===== src/rtl/power_pkg.sv =====
// Constants and types shared by the power and clock control block
package power_pkg;

  // ==========================================================
  // Sizes
  localparam int PERIPH_N = 16;
  localparam int EXT_PINS = 9;
  localparam int EXT_REQS = 4;

  // ==========================================================
  // Register byte offsets
  localparam logic [7:0] OFF_MODE       = 8'h00;
  localparam logic [7:0] OFF_PERIPH_PWR = 8'h04;
  localparam logic [7:0] OFF_CLK_DIV    = 8'h08;
  localparam logic [7:0] OFF_RTC_SRC    = 8'h0c;
  localparam logic [7:0] OFF_EXT_ENABLE = 8'h10;
  localparam logic [7:0] OFF_EXT_EDGE   = 8'h14;
  localparam logic [7:0] OFF_EXT_POL    = 8'h18;
  localparam logic [7:0] OFF_EXT_WAKE   = 8'h1c;
  localparam logic [7:0] OFF_EXT_FLAG   = 8'h20;
  localparam logic [7:0] OFF_STATUS     = 8'h24;

  // ==========================================================
  // Field positions
  localparam int MODE_IDLE_BIT  = 0;
  localparam int MODE_PDOWN_BIT = 1;

  // ==========================================================
  // Reset values
  localparam logic [15:0] PWR_RESET = 16'hffff;
  localparam logic [1:0]  DIV_RESET = 2'h0;
  localparam logic [8:0]  EXT_RESET = 9'h000;

  // ==========================================================
  // Divider select encodings
  localparam logic [1:0] DIV_QUARTER = 2'h0;
  localparam logic [1:0] DIV_FULL    = 2'h1;
  localparam logic [1:0] DIV_HALF    = 2'h2;

  // ==========================================================
  // Timing and bus answers
  localparam logic [7:0] WAKE_CYCLES = 8'h10;
  localparam logic [1:0] RESP_OKAY   = 2'h0;
  localparam logic [1:0] RESP_SLVERR = 2'h2;

  // ==========================================================
  // Wake causes and power states
  localparam logic [1:0] CAUSE_NONE  = 2'h0;
  localparam logic [1:0] CAUSE_IRQ   = 2'h1;
  localparam logic [1:0] CAUSE_PIN   = 2'h2;
  localparam logic [1:0] CAUSE_OTHER = 2'h3;

  typedef enum logic [1:0] {
    ST_RUN,
    ST_IDLE,
    ST_PDOWN,
    ST_WAKE
  } pm_state_t;

endpackage : power_pkg


===== src/rtl/periph_clk_divider.sv =====
// Peripheral clock enable divider with boundary-aligned ratio change
`timescale 1ns/1ns
module periph_clk_divider
  import power_pkg::*;
(
  // Clock and reset
  input  wire logic       sys_clk,
  input  wire logic       rst_b,
  // Control
  input  wire logic [1:0] div_sel,
  input  wire logic       run,
  // Peripheral clock tick
  output logic            tick
);

  typedef struct packed {
    logic [1:0] cnt;
    logic [1:0] ratio;
    logic       tick;
  } div_state_t;

  div_state_t q;
  div_state_t d;

  // Last count value of a period for a select code
  function automatic logic [1:0] ratio_of(input logic [1:0] sel);
    case (sel)
      DIV_FULL: ratio_of = 2'h0;
      DIV_HALF: ratio_of = 2'h1;
      default:  ratio_of = 2'h3;
    endcase
  endfunction : ratio_of

  always_comb begin
    d = q;
    d.tick = 1'b0;
    if (!run) begin
      d.cnt = 2'h0;
      d.ratio = ratio_of(div_sel);
    end else if (q.cnt == q.ratio) begin
      d.cnt = 2'h0;
      d.tick = 1'b1;
      d.ratio = ratio_of(div_sel);
    end else begin
      d.cnt = q.cnt + 2'h1;
    end
    if (!rst_b) begin
      d = '0;
      d.ratio = ratio_of(DIV_RESET);
    end
  end

  always_ff @(posedge sys_clk) begin
    q <= d;
  end

  assign tick = q.tick;

endmodule : periph_clk_divider


===== src/rtl/ext_int_unit.sv =====
// External interrupt pins folded into four request flags
`timescale 1ns/1ns
module ext_int_unit
  import power_pkg::*;
(
  // Clock and reset
  input  wire logic                sys_clk,
  input  wire logic                rst_b,
  // Pins and configuration
  input  wire logic [EXT_PINS-1:0] pin,
  input  wire logic [EXT_PINS-1:0] pin_enable,
  input  wire logic [EXT_PINS-1:0] edge_mode,
  input  wire logic [EXT_PINS-1:0] high_active,
  // Flag clear and requests
  input  wire logic [EXT_REQS-1:0] flag_clear,
  output logic      [EXT_REQS-1:0] irq_req
);

  typedef struct packed {
    logic [EXT_PINS-1:0] prev;
    logic [EXT_REQS-1:0] flag;
  } ext_state_t;

  ext_state_t q;
  ext_state_t d;

  always_comb begin
    logic [EXT_REQS-1:0] set;
    logic [EXT_PINS-1:0] lvl;
    logic [EXT_PINS-1:0] old;
    set = '0;
    lvl = ~(pin ^ high_active);
    old = ~(q.prev ^ high_active);
    for (int i = 0; i < EXT_PINS; i++) begin
      if (pin_enable[i] && (edge_mode[i] ? (lvl[i] && !old[i]) : lvl[i])) begin
        set[i % EXT_REQS] = 1'b1;
      end
    end
    d.prev = pin;
    d.flag = (q.flag & ~flag_clear) | set;
    if (!rst_b) begin
      d = '0;
    end
  end

  always_ff @(posedge sys_clk) begin
    q <= d;
  end

  assign irq_req = q.flag;

endmodule : ext_int_unit


===== src/rtl/power_mode_clock_control.sv =====
// Power mode, peripheral clock and power control with AXI4-Lite registers
//
// Overview of operation
// - Idle halts execution until reset or interrupt
// - Peripheral clocks keep running during Idle
// - Power-down stops oscillator and all clocks
// - Power-down keeps state and freezes output pins
// - Power-down ends on reset or clockless interrupt
// - Each external interrupt can wake Power-down
// - Nine external pins feed four interrupt requests
// - External RTC clock keeps RTC counting
// - Every peripheral has its own power switch
// - Peripheral clock divides processor clock by 1/2/4
// - Divider resets to one quarter rate
// - PLL stays active during Idle
//
// The placing of the registers and the AXI4-Lite register port were decided locally.
`timescale 1ns/1ns
module power_mode_clock_control
  import power_pkg::*;
(
  // Clock and reset
  input  wire logic                sys_clk,
  input  wire logic                rst_b,
  // AXI4-Lite write address
  input  wire logic [7:0]          s_axi_awaddr,
  input  wire logic                s_axi_awvalid,
  output logic                     s_axi_awready,
  // AXI4-Lite write data
  input  wire logic [31:0]         s_axi_wdata,
  input  wire logic [3:0]          s_axi_wstrb,
  input  wire logic                s_axi_wvalid,
  output logic                     s_axi_wready,
  // AXI4-Lite write response
  output logic [1:0]               s_axi_bresp,
  output logic                     s_axi_bvalid,
  input  wire logic                s_axi_bready,
  // AXI4-Lite read address
  input  wire logic [7:0]          s_axi_araddr,
  input  wire logic                s_axi_arvalid,
  output logic                     s_axi_arready,
  // AXI4-Lite read data
  output logic [31:0]              s_axi_rdata,
  output logic [1:0]               s_axi_rresp,
  output logic                     s_axi_rvalid,
  input  wire logic                s_axi_rready,
  // Processor core
  output logic                     core_run,
  input  wire logic                irq_pending,
  // Clock sources
  output logic                     osc_enable,
  output logic                     pll_allow,
  output logic                     peripheral_bus_tick,
  // Peripherals
  output logic [PERIPH_N-1:0]      periph_power_on,
  output logic [PERIPH_N-1:0]      periph_clk_en,
  // Real-time clock
  output logic                     rtc_ext_clk_sel,
  output logic                     rtc_run,
  // Pins
  output logic                     pin_hold,
  input  wire logic [EXT_PINS-1:0] ext_int_pin,
  output logic [EXT_REQS-1:0]      ext_irq,
  input  wire logic                clockless_wake
);

  // ==========================================================
  // State
  typedef struct packed {
    pm_state_t           state;
    logic [7:0]          wake_cnt;
    logic [1:0]          wake_cause;
    logic                idle_req;
    logic                pd_req;
    logic [PERIPH_N-1:0] periph_pwr;
    logic [1:0]          div_sel;
    logic                rtc_ext;
    logic [EXT_PINS-1:0] ext_en;
    logic [EXT_PINS-1:0] ext_edge;
    logic [EXT_PINS-1:0] ext_pol;
    logic [EXT_REQS-1:0] ext_wake;
    logic [EXT_REQS-1:0] flag_clear;
    logic                awready;
    logic                wready;
    logic                aw_held;
    logic                w_held;
    logic [7:0]          awaddr;
    logic [31:0]         wdata;
    logic [3:0]          wstrb;
    logic                bvalid;
    logic [1:0]          bresp;
    logic                arready;
    logic                rvalid;
    logic [31:0]         rdata;
    logic [1:0]          rresp;
    logic                core_run;
    logic                osc_en;
    logic                pll_allow;
    logic                periph_run;
    logic [PERIPH_N-1:0] clk_en;
    logic                rtc_run;
    logic                pin_hold;
  } top_state_t;

  top_state_t q;
  top_state_t d;

  logic [EXT_REQS-1:0] ext_req;
  logic                bus_tick;

  // ==========================================================
  // Helpers
  function automatic logic [31:0] merge(input logic [31:0] old, input logic [31:0] nv,
                                        input logic [3:0] strb);
    for (int b = 0; b < 4; b++) begin
      merge[b*8 +: 8] = strb[b] ? nv[b*8 +: 8] : old[b*8 +: 8];
    end
  endfunction : merge

  function automatic logic addr_ok(input logic [7:0] a);
    addr_ok = (a[1:0] == 2'h0) && (a <= OFF_STATUS);
  endfunction : addr_ok

  // ==========================================================
  // Submodules
  // Divider restarts its period whenever the run enable returns
  periph_clk_divider u_div (
    .sys_clk (sys_clk),
    .rst_b   (rst_b),
    .div_sel (q.div_sel),
    .run     (q.periph_run),
    .tick    (bus_tick)
  );

  // Pin i feeds request i mod 4
  ext_int_unit u_ext (
    .sys_clk     (sys_clk),
    .rst_b       (rst_b),
    .pin         (ext_int_pin),
    .pin_enable  (q.ext_en),
    .edge_mode   (q.ext_edge),
    .high_active (q.ext_pol),
    .flag_clear  (q.flag_clear),
    .irq_req     (ext_req)
  );

  // ==========================================================
  // Next state
  always_comb begin
    logic [31:0] rd;
    logic [31:0] nv;
    logic        pd_wake;
    rd = '0;
    nv = '0;
    pd_wake = 1'b0;
    d = q;
    d.flag_clear = '0;

    // Write channel
    if (q.bvalid && s_axi_bready) begin
      d.bvalid = 1'b0;
    end
    if (s_axi_awvalid && q.awready) begin
      d.aw_held = 1'b1;
      d.awaddr = s_axi_awaddr;
    end
    if (s_axi_wvalid && q.wready) begin
      d.w_held = 1'b1;
      d.wdata = s_axi_wdata;
      d.wstrb = s_axi_wstrb;
    end
    if (q.aw_held && q.w_held && !q.bvalid) begin
      d.aw_held = 1'b0;
      d.w_held = 1'b0;
      d.bvalid = 1'b1;
      d.bresp = addr_ok(q.awaddr) ? RESP_OKAY : RESP_SLVERR;
      // Word lands only once address and data are both held
      case (q.awaddr)
        OFF_MODE: begin
          nv = merge({30'h0, q.pd_req, q.idle_req}, q.wdata, q.wstrb);
          d.idle_req = nv[MODE_IDLE_BIT];
          d.pd_req = nv[MODE_PDOWN_BIT];
        end
        OFF_PERIPH_PWR: begin
          nv = merge({16'h0, q.periph_pwr}, q.wdata, q.wstrb);
          d.periph_pwr = nv[PERIPH_N-1:0];
        end
        OFF_CLK_DIV: begin
          nv = merge({30'h0, q.div_sel}, q.wdata, q.wstrb);
          d.div_sel = nv[1:0];
        end
        OFF_RTC_SRC: begin
          nv = merge({31'h0, q.rtc_ext}, q.wdata, q.wstrb);
          d.rtc_ext = nv[0];
        end
        OFF_EXT_ENABLE: begin
          nv = merge({23'h0, q.ext_en}, q.wdata, q.wstrb);
          d.ext_en = nv[EXT_PINS-1:0];
        end
        OFF_EXT_EDGE: begin
          nv = merge({23'h0, q.ext_edge}, q.wdata, q.wstrb);
          d.ext_edge = nv[EXT_PINS-1:0];
        end
        OFF_EXT_POL: begin
          nv = merge({23'h0, q.ext_pol}, q.wdata, q.wstrb);
          d.ext_pol = nv[EXT_PINS-1:0];
        end
        OFF_EXT_WAKE: begin
          nv = merge({28'h0, q.ext_wake}, q.wdata, q.wstrb);
          d.ext_wake = nv[EXT_REQS-1:0];
        end
        OFF_EXT_FLAG: begin
          if (q.wstrb[0]) begin
            d.flag_clear = q.wdata[EXT_REQS-1:0];
          end
        end
        default: begin
          d.bresp = addr_ok(q.awaddr) ? RESP_OKAY : RESP_SLVERR;
        end
      endcase
    end
    // Ready stays low while a held word waits for its response
    d.awready = !d.aw_held;
    d.wready = !d.w_held;

    // Read channel
    if (q.rvalid && s_axi_rready) begin
      d.rvalid = 1'b0;
    end
    if (s_axi_arvalid && q.arready) begin
      case (s_axi_araddr)
        OFF_MODE:       rd = {30'h0, q.pd_req, q.idle_req};
        OFF_PERIPH_PWR: rd = {16'h0, q.periph_pwr};
        OFF_CLK_DIV:    rd = {30'h0, q.div_sel};
        OFF_RTC_SRC:    rd = {31'h0, q.rtc_ext};
        OFF_EXT_ENABLE: rd = {23'h0, q.ext_en};
        OFF_EXT_EDGE:   rd = {23'h0, q.ext_edge};
        OFF_EXT_POL:    rd = {23'h0, q.ext_pol};
        OFF_EXT_WAKE:   rd = {28'h0, q.ext_wake};
        OFF_EXT_FLAG:   rd = {28'h0, ext_req};
        OFF_STATUS:     rd = {22'h0, q.div_sel, ext_req, q.wake_cause, q.state};
        default:        rd = '0;
      endcase
      d.rdata = rd;
      d.rresp = addr_ok(s_axi_araddr) ? RESP_OKAY : RESP_SLVERR;
      d.rvalid = 1'b1;
    end
    // One read at a time: next address waits for the data
    d.arready = !d.rvalid;

    // Power mode sequencing
    // Only enabled pin requests or the clockless source end power-down
    pd_wake = (|(ext_req & q.ext_wake)) || clockless_wake;
    case (q.state)
      ST_RUN: begin
        if (q.pd_req) begin
          d.state = ST_PDOWN;
        end else if (q.idle_req) begin
          d.state = ST_IDLE;
        end
      end
      ST_IDLE: begin
        if (irq_pending || (|ext_req)) begin
          d.state = ST_RUN;
          d.idle_req = 1'b0;
          d.pd_req = 1'b0;
          d.wake_cause = CAUSE_IRQ;
        end
      end
      ST_PDOWN: begin
        if (pd_wake) begin
          d.state = ST_WAKE;
          d.wake_cnt = WAKE_CYCLES;
          d.idle_req = 1'b0;
          d.pd_req = 1'b0;
          d.wake_cause = clockless_wake ? CAUSE_OTHER : CAUSE_PIN;
        end
      end
      ST_WAKE: begin
        // Oscillator start-up wait before the core may run
        if (q.wake_cnt <= 8'h01) begin
          d.state = ST_RUN;
          d.wake_cnt = 8'h00;
        end else begin
          d.wake_cnt = q.wake_cnt - 8'h01;
        end
      end
      default: begin
        d.state = ST_RUN;
      end
    endcase

    // Registered outputs follow the next state
    d.core_run = (d.state == ST_RUN);
    d.periph_run = (d.state == ST_RUN) || (d.state == ST_IDLE);
    // Gated clocks follow the power switches
    d.clk_en = d.periph_run ? d.periph_pwr : '0;
    d.osc_en = (d.state != ST_PDOWN);
    d.pll_allow = (d.state != ST_PDOWN);
    // Pins stay frozen until the core runs again
    d.pin_hold = (d.state == ST_PDOWN) || (d.state == ST_WAKE);
    d.rtc_run = d.periph_run || d.rtc_ext;

    // Synchronous reset
    // Reset overrides every update above
    if (!rst_b) begin
      d = '0;
      d.state = ST_RUN;
      d.wake_cause = CAUSE_NONE;
      d.periph_pwr = PWR_RESET;
      d.div_sel = DIV_RESET;
      d.ext_en = EXT_RESET;
      d.ext_edge = EXT_RESET;
      d.ext_pol = EXT_RESET;
      d.osc_en = 1'b1;
      d.pll_allow = 1'b1;
    end
  end

  always_ff @(posedge sys_clk) begin
    q <= d;
  end

  // ==========================================================
  // Outputs
  assign s_axi_awready       = q.awready;
  assign s_axi_wready        = q.wready;
  assign s_axi_bresp         = q.bresp;
  assign s_axi_bvalid        = q.bvalid;
  assign s_axi_arready       = q.arready;
  assign s_axi_rdata         = q.rdata;
  assign s_axi_rresp         = q.rresp;
  assign s_axi_rvalid        = q.rvalid;
  assign core_run            = q.core_run;
  assign osc_enable          = q.osc_en;
  assign pll_allow           = q.pll_allow;
  assign peripheral_bus_tick = bus_tick;
  assign periph_power_on     = q.periph_pwr;
  assign periph_clk_en       = q.clk_en;
  assign rtc_ext_clk_sel     = q.rtc_ext;
  assign rtc_run             = q.rtc_run;
  assign pin_hold            = q.pin_hold;
  assign ext_irq             = ext_req;

endmodule : power_mode_clock_control


===== config.mk =====
export PLATFORM = sky130hd
export DESIGN_NAME = power_mode_clock_control
export DESIGN_NICKNAME = d
export VERILOG_FILES = /design/src/rtl/power_pkg.sv /design/src/rtl/periph_clk_divider.sv /design/src/rtl/ext_int_unit.sv /design/src/rtl/power_mode_clock_control.sv
export SDC_FILE = /design/constraint.sdc
export NUM_CORES = 1
export LEC_CHECK = 0
export BUFFER_PORTS_ARGS = -buffer_cell sky130_fd_sc_hd__buf_2
export CORE_MARGIN = 4
export CORE_UTILIZATION = 45
export DETAILED_ROUTE_END_ITERATION = 8
export PLACE_DENSITY = 0.68
export SLEW_MARGIN = 20
export SYNTH_ARGS = -nofsm -noshare
export SYNTH_HDL_FRONTEND = slang
export SYNTH_SLANG_ARGS = --single-unit

===== constraint.sdc =====
create_clock -name sys_clk -period 2.6 [get_ports sys_clk]
set_input_delay 0.39 -clock sys_clk [delete_from_list [all_inputs] [get_ports sys_clk]]
set_output_delay 0.39 -clock sys_clk [all_outputs]
set_load 0.02 [all_outputs]

-- Word-level counts from Yosys, hierarchy flattened
Index checks and enable logic that the tools add are counted.
- word-level logic and storage cells: 220
- flip-flop bits (word level): 176
- bitwise gates (word level): 10
- $lt $le $gt $ge: 3
- add/sub/neg operators: 2
- equal/unequal tests: 30
- reduce and logical (&&, ||, !) cells: 70
- multiplexer cells: 65
- operators by type and width (operator ; count):
    16-bit case mux with 10 select lines ; 1
    8-bit by 5-bit equality test with 1-bit output, second input constant ; 8
    56-bit two-way mux ; 1
    8-bit two-way mux ; 6
    35-bit two-way mux ; 1
    8-bit by 4-bit equality test with 1-bit output, second input constant ; 4
    1-bit two-way mux ; 28
    1-bit logical AND ; 27
    9-bit two-way mux ; 3
    3-bit AND reduction ; 9
    8-bit by 6-bit equality test with 1-bit output, second input constant ; 3
    2-bit two-way mux ; 12
    4-bit two-way mux ; 5
    9-bit inverter ; 2
    9-bit XOR ; 2
    8-bit by 3-bit equality test with 1-bit output, second input constant ; 2
    8-bit by 6-bit <= comparator with 1-bit output, second input constant ; 2
    8-bit zero test ; 2
    16-bit two-way mux ; 1
    8-bit case mux with 2 select lines ; 1
    14-bit two-way mux ; 1
    1-bit zero test ; 13
    2-bit equality test, second input constant ; 5
    4-bit bitwise AND ; 2
    other kinds (21) ; 39

-- Logic depth before layout (Yosys ltp)
- word-level depth: 10
- depth in mapped cells: 8
- depth with buffers taken out: 6

-- Hierarchy
From an unflattened synthesis, not the netlist that was laid out.
- cell total of the unflattened synthesis: 828
- area total of the unflattened synthesis: 7374.6 um^2
- modules (own cells, without submodules) (module ; cells each ; sequential area each (um^2) ; area an instance (um^2) ; times used):
    power_mode_clock_control ; 720 ; 2802.7 ; 6476.2 ; 1
    ext_int_unit ; 80 ; 260.2 ; 640.6 ; 1
    periph_clk_divider ; 28 ; 100.1 ; 257.7 ; 1

-- Least setup slack after synthesis
OpenSTA, ideal clock, no wires.
- kind: reg-to-reg
- start point: register q, in the netlist s_axi_bvalid
- end point: register q, in the netlist periph_power_on[0]
- path slack: 610 ps
- stages on the path, launching flop included: 6
- library setup time: 129 ps
- period minus slack after synthesis: 1990 ps
- data arrival time: 1860 ps
- path through: dfxtp_1 -> nand3b_1 -> or4_1 -> buf_4 -> mux2i_1 -> nand2_1
- longest elaborated chain between the ends: 3
- ends and longest elaborated chain (element ; RTL line ; RTL):
    start, declared ; power_mode_clock_control.sv:105 ; top_state_t q;
    start signal, assigned ; power_mode_clock_control.sv:321 ; q <= d;
    1-bit zero test ; power_mode_clock_control.sv:172 ; if (q.aw_held && q.w_held && !q.bvalid) begin
    1-bit logical AND ; power_mode_clock_control.sv:172 ;
    56-bit two-way mux ; power_mode_clock_control.sv:172 ;
No other way between the ends.
A chain may end at the register's enable or synchronous reset.

-- Worst setup path in the final report
- start point: register q[97] (netlist name)
- end point: register q, in the netlist periph_power_on[1]
- longest elaborated chain between the ends: 3
- ends and longest elaborated chain (element ; RTL line ; RTL):
    8-bit by 3-bit equality test with 1-bit output ; power_mode_clock_control.sv:178 ; case (q.awaddr)
    16-bit two-way mux ; power_mode_clock_control.sv:178 ;
    56-bit two-way mux ; power_mode_clock_control.sv:172 ;
No other way between the ends.

==> results.toml <==
[run_status]
outcome = "completed"

[worst_setup_path]
path_max_fanout = 8
cp.required_ns = 2.89
arrival_ns = 2.43
start_kind = "flip-flop"
path_class = "reg -> reg"
endpoint_kind = "flip-flop"

[cts]
clk_pin_slew_worst_paths_ns = 0.06
cts.sinks = 158
clk_latency_ns = 0.43
cts-resized-gates = 0
cts_tree = "yes"
cts_setup_buffers = 0
clock_path_buffers = 2
hold_buffers = 0
htreeDepth = 4
root_buffer = "clkbuf_16"
cts_buffers = 17

[pwr]
power_frac_clock = 0.396
p_comb_frac = 0.182
p_seq_frac = 0.421
p_sw_w = 0.00195
p_per_area_mw_per_mm2 = 818
switching_share = 0.289
p_int_w = 0.00478
p_leak_nw = 3.26
design_power_total_w = 0.00673
ir_worst_vdd_v = 0.000494

[timing]
fin_skew_ns = 0.0171
final-setup-viol-count = 0
setup_slack_ns = 0.454
hold_viol_final = 0
slew_headroom = 0.528
fin_crit_sh = 0.825
max_freq_mhz = 466
period_minus_slack_ns = 2.15
slew_viol_final = 0
rsz0062_at_grt = "false"
setup_tns_ns = 0
worst_pin_slew_ns = 0.708

[synthesis]
postSynthAreaPerCell_um2 = 8.97
synth.distinct_cells = 65
synth_top_flop_cell = "dfxtp_1"
ys_warn_count = 0
synth_edf_count = 0
ys_ff_latch = 158
syn_area_mm2 = 0.00723
synth_cells = 806
async_flop_share = 0
ys_seq_area_frac = 0.437

[placement]
globalplace.congestion = 0.840
dp_hpwl_um = 12700
place_inst = 1058
dp_slack_ns = 0.465
place.port_buffers = 117

[global_route]
grt_pass1_vias = 5181
grt_max_degree = 77
grtUsageTotal = 0.191
antenna_found_initial = 2
grt_pass1_wl_um = 27600
overflow = 0

[floorplan]
ios = 154
dieArea_mm2 = 0.0182
die_w_um = 135
rows = 46
fp.coreArea_mm2 = 0.0158
start_util = 0.457
die_y_um = 135

[min_path]
hp-class = "in -> reg"

[final_layout]
final_cells = 1090
syn2layout_area_growth_pct = 13.7
final_layout_size_suffix_gt1_frac = 0.223
n_antenna_cell = 0
fin_nets = 939

[route]
ant_nets = 0
num_vias = 5706
vias_per_cell = 5.23
drt_wl_total_um = 17400
drt-initial-drc-count = 467
drtPass1Iterations = 5
wl_per_cell_um = 16.0
drc = 0

[run]
cap_viol_max_count = 0
[power by group through the flow]
stage	clock network, W	registers [W]	logic, W
after floorplan	0	0.00287	0.00104
final	0.00267	0.00284	0.00123
after global placement	0	0.00289	0.00121
after detailed placement	0	0.00288	0.00123
after CTS	0.00272	0.00283	0.00123
after global routing	0.00282	0.00287	0.00134
[registers in the layout, indices dropped and copies added (netlist names)]
signal,cells
u_ext.irq_req,4
s_axi_bvalid,1
s_axi_bresp,1
periph_clk_en,16
pin_hold,1
core_run,1
s_axi_rvalid,1
rtc_ext_clk_sel,1
s_axi_awready,1
q,80
rtc_run,1
u_div.tick,1
s_axi_rdata,16
s_axi_wready,1
periph_power_on,16
u_ext.q,9
s_axi_rresp,1
pll_allow,1
s_axi_arready,1
u_div.q,4
[final cells by class]
cell class,count,area [um2]
Fill cell,1483,7600
Multi-Input combinational cell,537,3370
Sequential cell,158,3160
Timing Repair Buffer,133,731
Clock buffer,19,453
Tap cell,216,270
Clock inverter,13,186
Inverter,14,52.6
[cell usage in the layout (no fill, tap or decap), types with 5 or more instances in the layout]
cell and count:
a21oi_1 55, or4_1 12, nor2b_1 9, a31oi_1 7, buf_4 14, mux2i_1 58, ha_1 8, nor3_1 24
inv_1 12, nand2b_1 11, and2_1 16, dfxtp_1 158, o21ai_1 17, nor2_1 58, nor2_2 8, clkbuf_16 17
and3_1 5, o21ai_0 22, conb_1 18, nand2_1 85, o31ai_1 6, o22ai_1 7, nand3_1 27, nand4_1 5
buf_2 117, a22oi_1 12, o211ai_1 6
[final timing paths]
kind | depth (start not counted) | startpoint | slack, ns | endpoint
setup / recovery | 4 | q[97] | 0.45 | periph_power_on[1]
hold reg to reg | 2 | s_axi_rdata[3] | 0.45 | s_axi_rdata[3]
hold / removal | 3 | s_axi_wdata[3] | 0.20 | q[68]
setup reg to reg | 4 | q[97] | 0.45 | periph_power_on[1]
[critical path, stage by stage, from the launching register on]
cell     delay (ns)
dfxtp_1        0.34
or4b_1         0.56
or4_1          0.73
mux2i_1        0.29
nand2_1        0.07
[through the flow]
| stage | util | hold WS [ns] | instance area [um2] |
|---|---|---|---|
| finish | 0.520 | 0.199 | 8220 |
| global route | 0.520 | 0.201 | 8220 |
| detailed placement | 0.479 | 0.442 | 7580 |
| floorplan | - | 0.429 | 7300 |
| CTS | 0.520 | 0.181 | 8220 |
| global placement | 0.479 | 0.440 | 7580 |
[cells by family after synthesis]
logic type	count (synthesis)	synth area share
buf+inv	128	0.106
compound gates	155	0.135
fa+ha+maj	8	0.0138
other cells	1	0.000519
mux	65	0.0958
simple gates	285	0.204
xor+xnor	6	0.00727
flops	158	0.437
[synthesized netlist by cell type (3+ instances only)]
library cell,number,area (um2)
buf_4,75,563
or4_1,12,90.1
and3_1,5,31.3
o31ai_1,6,45.0
nand3_1,27,135
o21ai_1,17,85.1
o22ai_1,7,43.8
inv_1,13,48.8
mux4_2,3,67.6
a32oi_1,3,26.3
nand2b_1,11,68.8
nor4_4,4,85.1
a31oi_1,7,43.8
nor3_1,24,120
nor2_1,58,218
and2_1,16,100
or3_1,4,25.0
mux2i_1,58,581
nor2_2,8,50.1
o21ai_0,22,110
nand2_1,85,319
nand3b_1,3,22.5
ha_1,8,100
dfxtp_1,158,3160
mux2_2,4,45.0
a21oi_1,55,275
xnor2_1,4,35.0
a311oi_1,3,26.3
buf_1,4,15.0
a22oi_1,12,90.1
nand4_1,5,31.3
nor2b_1,9,56.3
clkbuf_1,33,124
o211ai_1,6,45.0
[routing by layer]
metal  global-route usage  part of all wire
met4               0.0611             0.015
met3               0.0440             0.058
met1                0.270              0.48
met5                    0           0.00080
met2                0.289              0.44
No activity file was read; power rests on OpenSTA's default activity.
